==> src/lpsr_cfg.svh <==
// Constants for the line printer status and reject logic
`ifndef LPSR_CFG_SVH
`define LPSR_CFG_SVH
// Register byte offsets
`define LPSR_OFF_CMD    12'h000
`define LPSR_OFF_STAT   12'h004
`define LPSR_OFF_IRQST  12'h008
`define LPSR_OFF_IRQMSK 12'h00C
`define LPSR_OFF_CTRL   12'h010
`define LPSR_OFF_REJ    12'h014
// Status word layout
`define LPSR_ALARM_WORD 16'h003C
`define LPSR_BIT_READY  0
`define LPSR_BIT_BUSY   1
`define LPSR_BIT_PROT   7
`define LPSR_BIT_TOF    9
`define LPSR_BIT_EIGHT  10
// Command codes (write to command register, low byte)
`define LPSR_CMD_CLEAR  8'h01
`define LPSR_CMD_SPACE1 8'h02
`define LPSR_CMD_SPACE2 8'h03
`define LPSR_CMD_CHAN   8'h04
`define LPSR_CMD_LPI8   8'h05
`define LPSR_CMD_DATA   8'h06
`define LPSR_CMD_PRINT  8'h07
// Interrupt status bits
`define LPSR_IRQ_ALARM  0
`define LPSR_IRQ_REJ    1
`define LPSR_IRQ_DONE   2
// Form geometry and timing
`define LPSR_FORM_LINES 8'd132
`define LPSR_LINE_NS_6  32'd80
`define LPSR_LINE_NS_8  32'd64
`define LPSR_PRINT_NS   32'd400
`define LPSR_CLK_NS     32'd8
`endif

==> src/lpsr_pkg.sv <==
// Types shared by the line printer status and reject logic
package lpsr_pkg;
  typedef enum logic [2:0] {
    LPSR_IDLE  = 3'b000,
    LPSR_MOVE  = 3'b001,
    LPSR_SEEK  = 3'b010,
    LPSR_PRINT = 3'b011
  } lpsr_state_t;
  typedef struct packed {
    logic [7:0]  code;
    logic [3:0]  chan;
    logic        valid;
  } lpsr_cmd_t;
endpackage

==> src/lpsr_cmd_if.sv <==
// Command path between bus slave and motion engine
`timescale 1ns/1ps
`default_nettype none
interface lpsr_cmd_if;
  lpsr_pkg::lpsr_cmd_t cmd;   // Accepted command pulse
  logic                busy;  // Engine busy
  logic                tof;   // At top of form
  logic                eight; // Eight lines per inch in force
  modport src (output cmd, input busy, tof, eight);
  modport eng (input cmd, output busy, tof, eight);
endinterface
`default_nettype wire

==> src/lpsr_motion.sv <==
// Paper motion engine: spacing, channel seek, print, pitch
`timescale 1ns/1ps
`default_nettype none
`include "lpsr_cfg.svh"
module lpsr_motion #(
  parameter int LINES = 132 // Lines per form
) (
  input  wire logic clk_sys,    // System clock
  input  wire logic reset,      // Synchronous reset
  input  wire logic clkEn,      // Clock enable
  input  wire logic alarm,      // Synchronised alarm level
  lpsr_cmd_if.eng   cmdPort     // Command path
);
  localparam int CYC6 = (`LPSR_LINE_NS_6 + `LPSR_CLK_NS - 1) / `LPSR_CLK_NS;
  localparam int CYC8 = (`LPSR_LINE_NS_8 + `LPSR_CLK_NS - 1) / `LPSR_CLK_NS;
  localparam int CYCP = (`LPSR_PRINT_NS + `LPSR_CLK_NS - 1) / `LPSR_CLK_NS;
  typedef struct packed {
    lpsr_pkg::lpsr_state_t state;  // Engine state
    logic [7:0]            line;   // Line on form, 0 = top
    logic [1:0]            left;   // Lines still to move
    logic [3:0]            chan;   // Channel being sought
    logic [7:0]            slew;   // Lines slewed in this seek
    logic [7:0]            tmr;    // Cycle timer
    logic                  eight;  // Pitch select
  } lpsr_mot_t;
  lpsr_mot_t st;
  lpsr_mot_t next_st;
  logic [7:0] lineNext; // Following line with wrap
  logic       punched;  // Format tape punch at lineNext
  // Format tape: ch1 top, ch12 last line, ch2..6 and 7..11 every k lines
  function automatic logic tapeHole(input logic [3:0] ch,
                                    input logic [7:0] ln);
    logic [7:0] k;
    k = 8'd0;
    if (ch == 4'd1) begin
      tapeHole = (ln == 8'd0);
    end else if (ch == 4'd12) begin
      tapeHole = (ln == 8'(LINES - 1));
    end else begin
      k = (ch <= 4'd6) ? 8'(ch - 4'd1) : 8'(ch - 4'd6);
      tapeHole = (ln != 8'd0) && ((ln % k) == 8'd0);
    end
  endfunction
  always_comb begin
    lineNext = (st.line == 8'(LINES - 1)) ? 8'd0 : 8'(st.line + 8'd1);
    punched  = tapeHole(st.chan, lineNext);
  end
  // Engine sequencing
  always_comb begin
    next_st = st;
    case (st.state)
      lpsr_pkg::LPSR_IDLE: begin
        if (cmdPort.cmd.valid && !alarm) begin
          next_st.tmr = 8'd0;
          case (cmdPort.cmd.code)
            `LPSR_CMD_CLEAR: begin
              next_st.eight = 1'b0;
            end
            `LPSR_CMD_LPI8: begin
              next_st.eight = 1'b1;
            end
            `LPSR_CMD_SPACE1: begin
              next_st.left  = 2'd1;
              next_st.state = lpsr_pkg::LPSR_MOVE;
            end
            `LPSR_CMD_SPACE2: begin
              next_st.left  = 2'd2;
              next_st.state = lpsr_pkg::LPSR_MOVE;
            end
            `LPSR_CMD_CHAN: begin
              next_st.chan  = cmdPort.cmd.chan;
              next_st.slew  = 8'd0;
              next_st.state = lpsr_pkg::LPSR_SEEK;
            end
            `LPSR_CMD_PRINT: begin
              next_st.state = lpsr_pkg::LPSR_PRINT;
            end
            default: begin
              next_st.state = st.state;
            end
          endcase
        end
      end
      lpsr_pkg::LPSR_MOVE: begin
        // One line per line time at the chosen pitch
        next_st.tmr = 8'(st.tmr + 8'd1);
        if (st.tmr == 8'((st.eight ? CYC8 : CYC6) - 1)) begin
          next_st.tmr  = 8'd0;
          next_st.line = lineNext;
          next_st.left = 2'(st.left - 2'd1);
          if (st.left == 2'd1) begin
            next_st.state = lpsr_pkg::LPSR_IDLE;
          end
        end
      end
      lpsr_pkg::LPSR_SEEK: begin
        // Slew until the next punch in the chosen channel
        // A channel with no punch on this form would slew forever;
        // stopping after one whole form keeps busy from sticking
        next_st.tmr = 8'(st.tmr + 8'd1);
        if (st.tmr == 8'((st.eight ? CYC8 : CYC6) - 1)) begin
          next_st.tmr  = 8'd0;
          next_st.line = lineNext;
          next_st.slew = 8'(st.slew + 8'd1);
          if (punched || st.slew == 8'(LINES - 1)) begin
            next_st.state = lpsr_pkg::LPSR_IDLE;
          end
        end
      end
      lpsr_pkg::LPSR_PRINT: begin
        next_st.tmr = 8'(st.tmr + 8'd1);
        if (st.tmr == 8'(CYCP - 1)) begin
          next_st.state = lpsr_pkg::LPSR_IDLE;
        end
      end
      default: begin
        next_st.state = lpsr_pkg::LPSR_IDLE;
      end
    endcase
    // A clear also abandons motion in progress
    if (cmdPort.cmd.valid && !alarm &&
        cmdPort.cmd.code == `LPSR_CMD_CLEAR) begin
      next_st.state = lpsr_pkg::LPSR_IDLE;
      next_st.eight = 1'b0;
    end
  end
  // Engine state register
  always_ff @(posedge clk_sys) begin
    if (reset) begin
      st       <= '0;
      st.state <= lpsr_pkg::LPSR_IDLE;
    end else if (clkEn) begin
      st <= next_st;
    end
  end
  assign cmdPort.busy  = (st.state != lpsr_pkg::LPSR_IDLE);
  assign cmdPort.tof   = (st.line == 8'd0);
  assign cmdPort.eight = st.eight;
endmodule
`default_nettype wire

==> src/lpsr_sync.sv <==
// Two flip-flop synchroniser for a pin level
`timescale 1ns/1ps
`default_nettype none
module lpsr_sync (
  input  wire logic clk_sys,  // System clock
  input  wire logic reset,    // Synchronous reset
  input  wire logic clkEn,    // Clock enable
  input  wire logic pinIn,    // Asynchronous pin
  output logic      levelOut  // Synchronised level
);
  typedef struct packed {
    logic meta; // First stage, read only by second
    logic hold; // Second stage
  } lpsr_sync_t;
  lpsr_sync_t st;
  lpsr_sync_t next_st;
  // Shift the pin through both stages
  always_comb begin
    next_st      = st;
    next_st.meta = pinIn;
    next_st.hold = st.meta;
  end
  // Register the stages
  always_ff @(posedge clk_sys) begin
    if (reset) begin
      st <= '0;
    end else if (clkEn) begin
      st <= next_st;
    end
  end
  assign levelOut = st.hold;
endmodule
`default_nettype wire

==> src/lpsr_top.sv <==
// Line printer status, interrupt and command reject logic on AHB-Lite
// Summary of operation
// - Alarm present: status reads 003C exactly
// - Enabled, unmasked alarm raises interrupt
// - Alarm persists until operator clears it
// - Protect switch shows in status bit 7
// - Protected: reject clear, space, data output
// - After channel 1 eject, bit 9 set
// - Bit 9 clear three spaces, set fourth
// - Select command sets eight lines per inch
// - Clear restores default six lines per inch
// - Channels 1 to 12 advance to punch
// - Single and double space commands
//
// The placing of the registers and register access over AHB-Lite were left to the implementer.
`timescale 1ns/1ps
`default_nettype none
`include "lpsr_cfg.svh"
module lpsr_top #(
  parameter int LINES = 132 // Lines per form
) (
  input  wire logic        clk_sys,    // System clock, 125 MHz
  input  wire logic        reset,      // Synchronous reset, high
  input  wire logic        clkEn,      // Clock enable, freezes state
  input  wire logic        hsel,       // AHB slave select
  input  wire logic [11:0] haddr,      // AHB address
  input  wire logic [1:0]  htrans,     // AHB transfer type
  input  wire logic        hwrite,     // AHB write
  input  wire logic [2:0]  hsize,      // AHB size
  input  wire logic [31:0] hwdata,     // AHB write data
  input  wire logic        hready,     // AHB bus ready
  output logic [31:0]      hrdata,     // AHB read data
  output logic             hreadyout,  // AHB slave ready
  output logic             hresp,      // AHB response, always OKAY
  input  wire logic        alarmPin,   // Printer alarm level, async
  input  wire logic        protectPin, // Printer protect switch, async
  input  wire logic        progProt,   // Issuing program is protected
  output logic             irq,        // Level interrupt
  output logic             busy,       // Printer busy
  output logic             rejectOut   // Last command rejected
);
  typedef struct packed {
    logic        dPhase;  // Data phase pending
    logic        dWrite;  // Pending is a write
    logic [11:0] dAddr;   // Pending address
    logic [31:0] rdata;   // Read data register
    logic [2:0]  irqSt;   // Sticky interrupt status
    logic [2:0]  irqMsk;  // Interrupt mask
    logic        alarmEn; // Alarm interrupt selected
    logic        rej;     // Last command rejected
    logic        busyQ;   // Busy copy for edge and output
    logic        irqQ;    // Registered interrupt
  } lpsr_top_t;
  lpsr_top_t st;
  lpsr_top_t next_st;
  lpsr_cmd_if cmdBus ();
  logic       alarm;     // Synchronised alarm
  logic       protect;   // Synchronised protect
  logic [2:0] irqEvt;    // Events: alarm level, reject and done pulses
  logic [15:0] statWord; // Assembled status word
  logic [7:0] wCode;     // Command code being written
  logic       guarded;   // Command subject to protection
  logic       doReject;  // Command refused
  // Pin synchronisers
  lpsr_sync uSyncAlarm (
    .clk_sys  (clk_sys),
    .reset    (reset),
    .clkEn    (clkEn),
    .pinIn    (alarmPin),
    .levelOut (alarm)
  );
  lpsr_sync uSyncProt (
    .clk_sys  (clk_sys),
    .reset    (reset),
    .clkEn    (clkEn),
    .pinIn    (protectPin),
    .levelOut (protect)
  );
  lpsr_motion #(
    .LINES (LINES)
  ) uMotion (
    .clk_sys (clk_sys),
    .reset   (reset),
    .clkEn   (clkEn),
    .alarm   (alarm),
    .cmdPort (cmdBus.eng)
  );
  // Status word; an alarm overrides everything with one fixed pattern
  always_comb begin
    statWord = 16'h0000;
    if (alarm) begin
      statWord = `LPSR_ALARM_WORD;
    end else begin
      statWord[`LPSR_BIT_READY] = 1'b1;
      statWord[`LPSR_BIT_BUSY]  = cmdBus.busy;
      statWord[`LPSR_BIT_PROT]  = protect;
      statWord[`LPSR_BIT_TOF]   = cmdBus.tof;
      statWord[`LPSR_BIT_EIGHT] = cmdBus.eight;
    end
  end
  // Command decode from the pending write data
  always_comb begin
    wCode   = hwdata[7:0];
    guarded = (wCode == `LPSR_CMD_CLEAR) || (wCode == `LPSR_CMD_SPACE1) ||
              (wCode == `LPSR_CMD_SPACE2) || (wCode == `LPSR_CMD_DATA);
    doReject = st.dPhase && st.dWrite && (st.dAddr == `LPSR_OFF_CMD) &&
               protect && !progProt && guarded;
  end
  // Motion commands only when idle and not refused; busy ones drop
  always_comb begin
    cmdBus.cmd.code  = wCode;
    cmdBus.cmd.chan  = hwdata[11:8];
    cmdBus.cmd.valid = st.dPhase && st.dWrite &&
                       (st.dAddr == `LPSR_OFF_CMD) && !doReject &&
                       hwdata[11:8] <= 4'd12;
  end
  // Events: alarm level, reject, end of motion
  always_comb begin
    irqEvt                  = 3'b000;
    irqEvt[`LPSR_IRQ_ALARM] = alarm && st.alarmEn;
    irqEvt[`LPSR_IRQ_REJ]   = doReject;
    irqEvt[`LPSR_IRQ_DONE]  = st.busyQ && !cmdBus.busy;
  end
  // Bus slave and register file
  always_comb begin
    next_st       = st;
    next_st.busyQ = cmdBus.busy;
    next_st.irqSt = st.irqSt | irqEvt;
    if (st.dPhase && st.dWrite) begin
      if (st.dAddr == `LPSR_OFF_CMD) begin
        next_st.rej = doReject;
        if (!doReject && wCode == `LPSR_CMD_CLEAR) begin
          next_st.alarmEn = hwdata[16];
        end
      end else if (st.dAddr == `LPSR_OFF_IRQST) begin
        // Write one clears; a new event the same cycle wins
        next_st.irqSt = (st.irqSt & ~hwdata[2:0]) | irqEvt;
      end else if (st.dAddr == `LPSR_OFF_IRQMSK) begin
        next_st.irqMsk = hwdata[2:0];
      end else if (st.dAddr == `LPSR_OFF_CTRL) begin
        next_st.alarmEn = hwdata[0];
      end
    end
    next_st.dPhase = 1'b0;
    if (hsel && hready && htrans[1]) begin
      next_st.dPhase = 1'b1;
      next_st.dWrite = hwrite;
      next_st.dAddr  = haddr;
      if (haddr == `LPSR_OFF_STAT) begin
        next_st.rdata = {16'h0000, statWord};
      end else if (haddr == `LPSR_OFF_IRQST) begin
        next_st.rdata = {29'd0, st.irqSt};
      end else if (haddr == `LPSR_OFF_IRQMSK) begin
        next_st.rdata = {29'd0, st.irqMsk};
      end else if (haddr == `LPSR_OFF_CTRL) begin
        next_st.rdata = {31'd0, st.alarmEn};
      end else if (haddr == `LPSR_OFF_REJ) begin
        next_st.rdata = {31'd0, st.rej};
      end else begin
        next_st.rdata = 32'h0000_0000;                    // Unmapped reads zero
      end
    end
    next_st.irqQ = |(next_st.irqSt & next_st.irqMsk);
  end
  // State register
  always_ff @(posedge clk_sys) begin
    if (reset) begin
      st <= '0;
    end else if (clkEn) begin
      st <= next_st;
    end
  end
  assign hrdata    = st.rdata;
  assign hreadyout = 1'b1;
  assign hresp     = 1'b0;
  assign irq       = st.irqQ;
  assign busy      = st.busyQ;
  assign rejectOut = st.rej;
endmodule
`default_nettype wire

==> config.mk <==
export PLATFORM = sky130hd
export DESIGN_NAME = lpsr_top
export DESIGN_NICKNAME = d
export VERILOG_FILES = /design/src/lpsr_pkg.sv /design/src/lpsr_cmd_if.sv /design/src/lpsr_motion.sv /design/src/lpsr_sync.sv /design/src/lpsr_top.sv
export VERILOG_INCLUDE_DIRS = /design/src
export SDC_FILE = /design/constraint.sdc
export NUM_CORES = 1
export LEC_CHECK = 0
export ABC_AREA = 1
export BUFFER_PORTS_ARGS = -buffer_cell sky130_fd_sc_hd__buf_4
export CAP_MARGIN = 20
export CORE_ASPECT_RATIO = 1.75
export CORE_MARGIN = 4
export CORE_UTILIZATION = 30
export CTS_CLUSTER_DIAMETER = 120
export CTS_CLUSTER_SIZE = 20
export DETAILED_ROUTE_END_ITERATION = 16
export PLACE_DENSITY = 0.48
export SYNTH_ARGS = -nofsm -noshare
export SYNTH_HDL_FRONTEND = slang
export SYNTH_SLANG_ARGS = --single-unit
==> constraint.sdc <==
create_clock -name clk_sys -period 13.22 [get_ports clk_sys]
set_input_delay 1.322 -clock clk_sys [delete_from_list [all_inputs] [get_ports clk_sys]]
set_output_delay 1.322 -clock clk_sys [all_outputs]
set_load 0.02 [all_outputs]
==> metrics.md <==
| Metric | Value |
|---|---|
| DR vias/cell | `approximately 4.9` |
| # hold bufs at CTS | `0` |
| Clock Latency Late Sink | `about 0.34 ns` |
| Die area | `22300 µm²` |
| WS Path Type | `reg -> reg` |
| Syn-to-layout area delta | `12.7%` |
| Setup TNS | `0 ns` |
| Share of the synthesized area in the top cell type | `0.228` |
| CTS Buf Count | `9` |
| Final Instance Area | `6720 µm²` |
| Routed WL | `16500 µm` |
| Syn_area_per_cell | `6.54 µm²` |
| GPL Wtd Cong | `0.843` |
| Worst clock skew | `about 0.011 ns` |
| Worst-path fanout max | `8` |
| Slowest CP cell | `dfxtp_1` |
| Register area share after synthesis | `0.228` |
| Detail Placement HPWL | `around 14000 µm` |
| Routed vias | `5811` |
| Post-synth cell types | `55` |
| F_max | `0.0856 GHz` |
| Fillers | `2209` |
| Commonest non-fill, non-tap cell in the layout | `nand2_1` |
| Slew Limit Fails | `0` |
| Setup bufs post-CTS | `0` |
| Normalized max-slew margin | `0.468` |
| CP Capture Type | `register` |
| RSZ-0062 raised after global routing | `no` |
| Synth area leaders | `dfxtp_1 (23%), ha_1 (11%), nand2_1 (10%)` |
| Worst min-delay path category | `reg -> reg` |
| Max VDD drop | `0.0633 mV` |
| Arr. time, crit path | `11.90 ns` |
| Lkg Pwr | `3.26 nW` |
| Ant. Diodes | `0` |
| EDFF count, synth | `0` |
| All-Layer GR Usage | `0.150` |
| Worst Setup SP | `uMotion.st[19]` |
| Synth Cell Area | `5960 µm²` |
| Resize count post-CTS | `0` |
| Clock buffer depth | `2` |
| Multi-input logic area | `3890 µm²` |
| Share of post-route cells with drive strength above 1 | `0.105` |
| Clk sinks | `68` |
| Hold path start | `st[47]` |
| Drt first pass iters | `4` |
| Pwr Total | `approximately 0.50 mW` |
| Drt drc | `0` |
| Fin crit period | `between 10 and 15 ns` |
| Cell Area, Placed | `6400 µm²` |
| Crit path launch type | `register` |
| Final antenna-violating net count | `0` |
| Worst Path Required | `13.44 ns` |
| Layout Utilization | `0.342` |
| Max-cap violations | `0` |
| Buffers on Ports | `46` |
| Most frequent cells in the layout | `nand2_1 (165), inv_1 (128), nor2_1 (92), dfxtp_1 (68), o21ai_0 (66)` |
| Syn. warnings | `0` |
| Post-DR wirelength/cell | `13.8 µm` |
| First-pass GRT wire length | `27000 µm` |
| Hold Violations, Final | `0` |
| Status | `complete, no violations` |
| Synth Register Bits | `68` |
| H-tree Lvls | `3` |
| Worst path most repeated cell | `nand2_1` |
| Clk slew on worst S/H paths | `0.06 ns` |
| # IOs | `95` |
| Die Span X | `115 µm` |
| Grt ovf | `0` |
| Root Driver | `clkbuf_16` |
| Core Area | `19700 µm²` |
| Worst hold slack | `roughly 0.45 ns` |
| Main flop type after synthesis | `dfxtp_1` |
| CP max stage delay | `0.47 ns` |
| Worst slew pin tran | `roughly 0.79 ns` |
| Layout net count | `1058` |
| Reg2reg start | `uMotion.st[19]` |
| Starting Density | `0.303` |
| Cells after Synth | `912` |
| # setup viols final | `0` |
| Row Count | `68` |
| Largest net degree at the start of global routing | `33` |
| Chip height | `a little under 200 µm` |
| Fin crit share | `0.883` |
| Power Density | `74.2 nW/µm²` |
| FF+latch area | `1360 µm²` |
| Vias in the first global route | `5783` |
| CTS tree | `built` |
| Post-synth top area cell | `dfxtp_1` |
| Synth async-reset ratio | `0` |
| Initial DRC count | `194` |
| Initial antenna violation count | `0` |
==> cells in the mapped netlist, types with 6 or more instances <==
| cell type | n |
|---|---|
| nand2_1 | 165 |
| inv_1 | 129 |
| nor2_1 | 93 |
| dfxtp_1 | 68 |
| o21ai_0 | 66 |
| nand3_1 | 65 |
| a21oi_1 | 64 |
| ha_1 | 54 |
| buf_4 | 34 |
| xor2_1 | 20 |
| nand4_1 | 16 |
| nor3_1 | 16 |
| clkbuf_1 | 11 |
| or2_2 | 11 |
| a211oi_1 | 10 |
| xnor2_1 | 9 |
| nand2_2 | 6 |
| o211ai_1 | 6 |
==> flip-flops by register name, indices dropped and copies added, names as in the netlist <==
name	cells
uMotion.st	32
rejectOut	1
uSyncProt.next_st	1
uMotion.cmdPort.eight	1
st	21
hrdata	7
uSyncAlarm.levelOut	1
irq	1
uSyncProt.levelOut	1
busy	1
uSyncAlarm.next_st	1
==> critical path: cells and delay by family, from the launching register on <==
family / cells / cell delay (ns)
and+or+nand+nor: 50 / 5.14
adders and majority gates: 10 / 2.79
AOI/OAI and AO/OA: 13 / 1.98
buffers and inverters: 11 / 0.95
DFF: 1 / 0.47
xor gates and xnor gates: 1 / 0.22
==> per-stage QoR <==
| stage | instances | setup slack, ns |
|---|---|---|
| detailed placement | 1179 | 1.12 |
| floorplan | 935 | 3.02 |
| global route | 1195 | 0.0529 |
| global placement | 1179 | 1.03 |
| CTS | 1195 | 1.09 |
| finish | 1195 | 1.54 |
==> logic make-up after synthesis <==
logic type      synth area share
compound gates             0.166
buf+inv                    0.136
other cells              0.00126
flops                      0.228
xor+xnor                  0.0426
fa+ha+maj                  0.117
simple gates               0.309
==> worst paths after layout <==
kind	to	cells after the start	slack, ns
worst max register to register	uMotion.st[31]	85	1.54
worst max-delay path	uMotion.st[31]	85	1.54
worst min register to register	st[47]	2	0.45
worst min-delay path	st[47]	2	0.45
==> per-layer routing <==
metal,GRT usage,wire length (µm)
met5,0,0
met4,0.0634,592
met3,0.0209,505
met2,0.303,9490
met1,0.142,5900
==> power by group <==
part | internal, mW | switching, mW
combinational | 0.0141 | 0.0272
sequential | 0.209 | 0.00274
clock | 0.151 | 0.0947
==> area by class of cell <==
| type | count | area share |
|---|---|---|
| well taps | 245 | 0.0456 |
| multi-input cells | 686 | 0.580 |
| clock buffers | 10 | 0.0356 |
| inverters | 133 | 0.0747 |
| clock inverters | 6 | 0.00950 |
| flip-flops and latches | 68 | 0.203 |
| repair buffers | 47 | 0.0525 |
(Power assumes the default switching activity.)
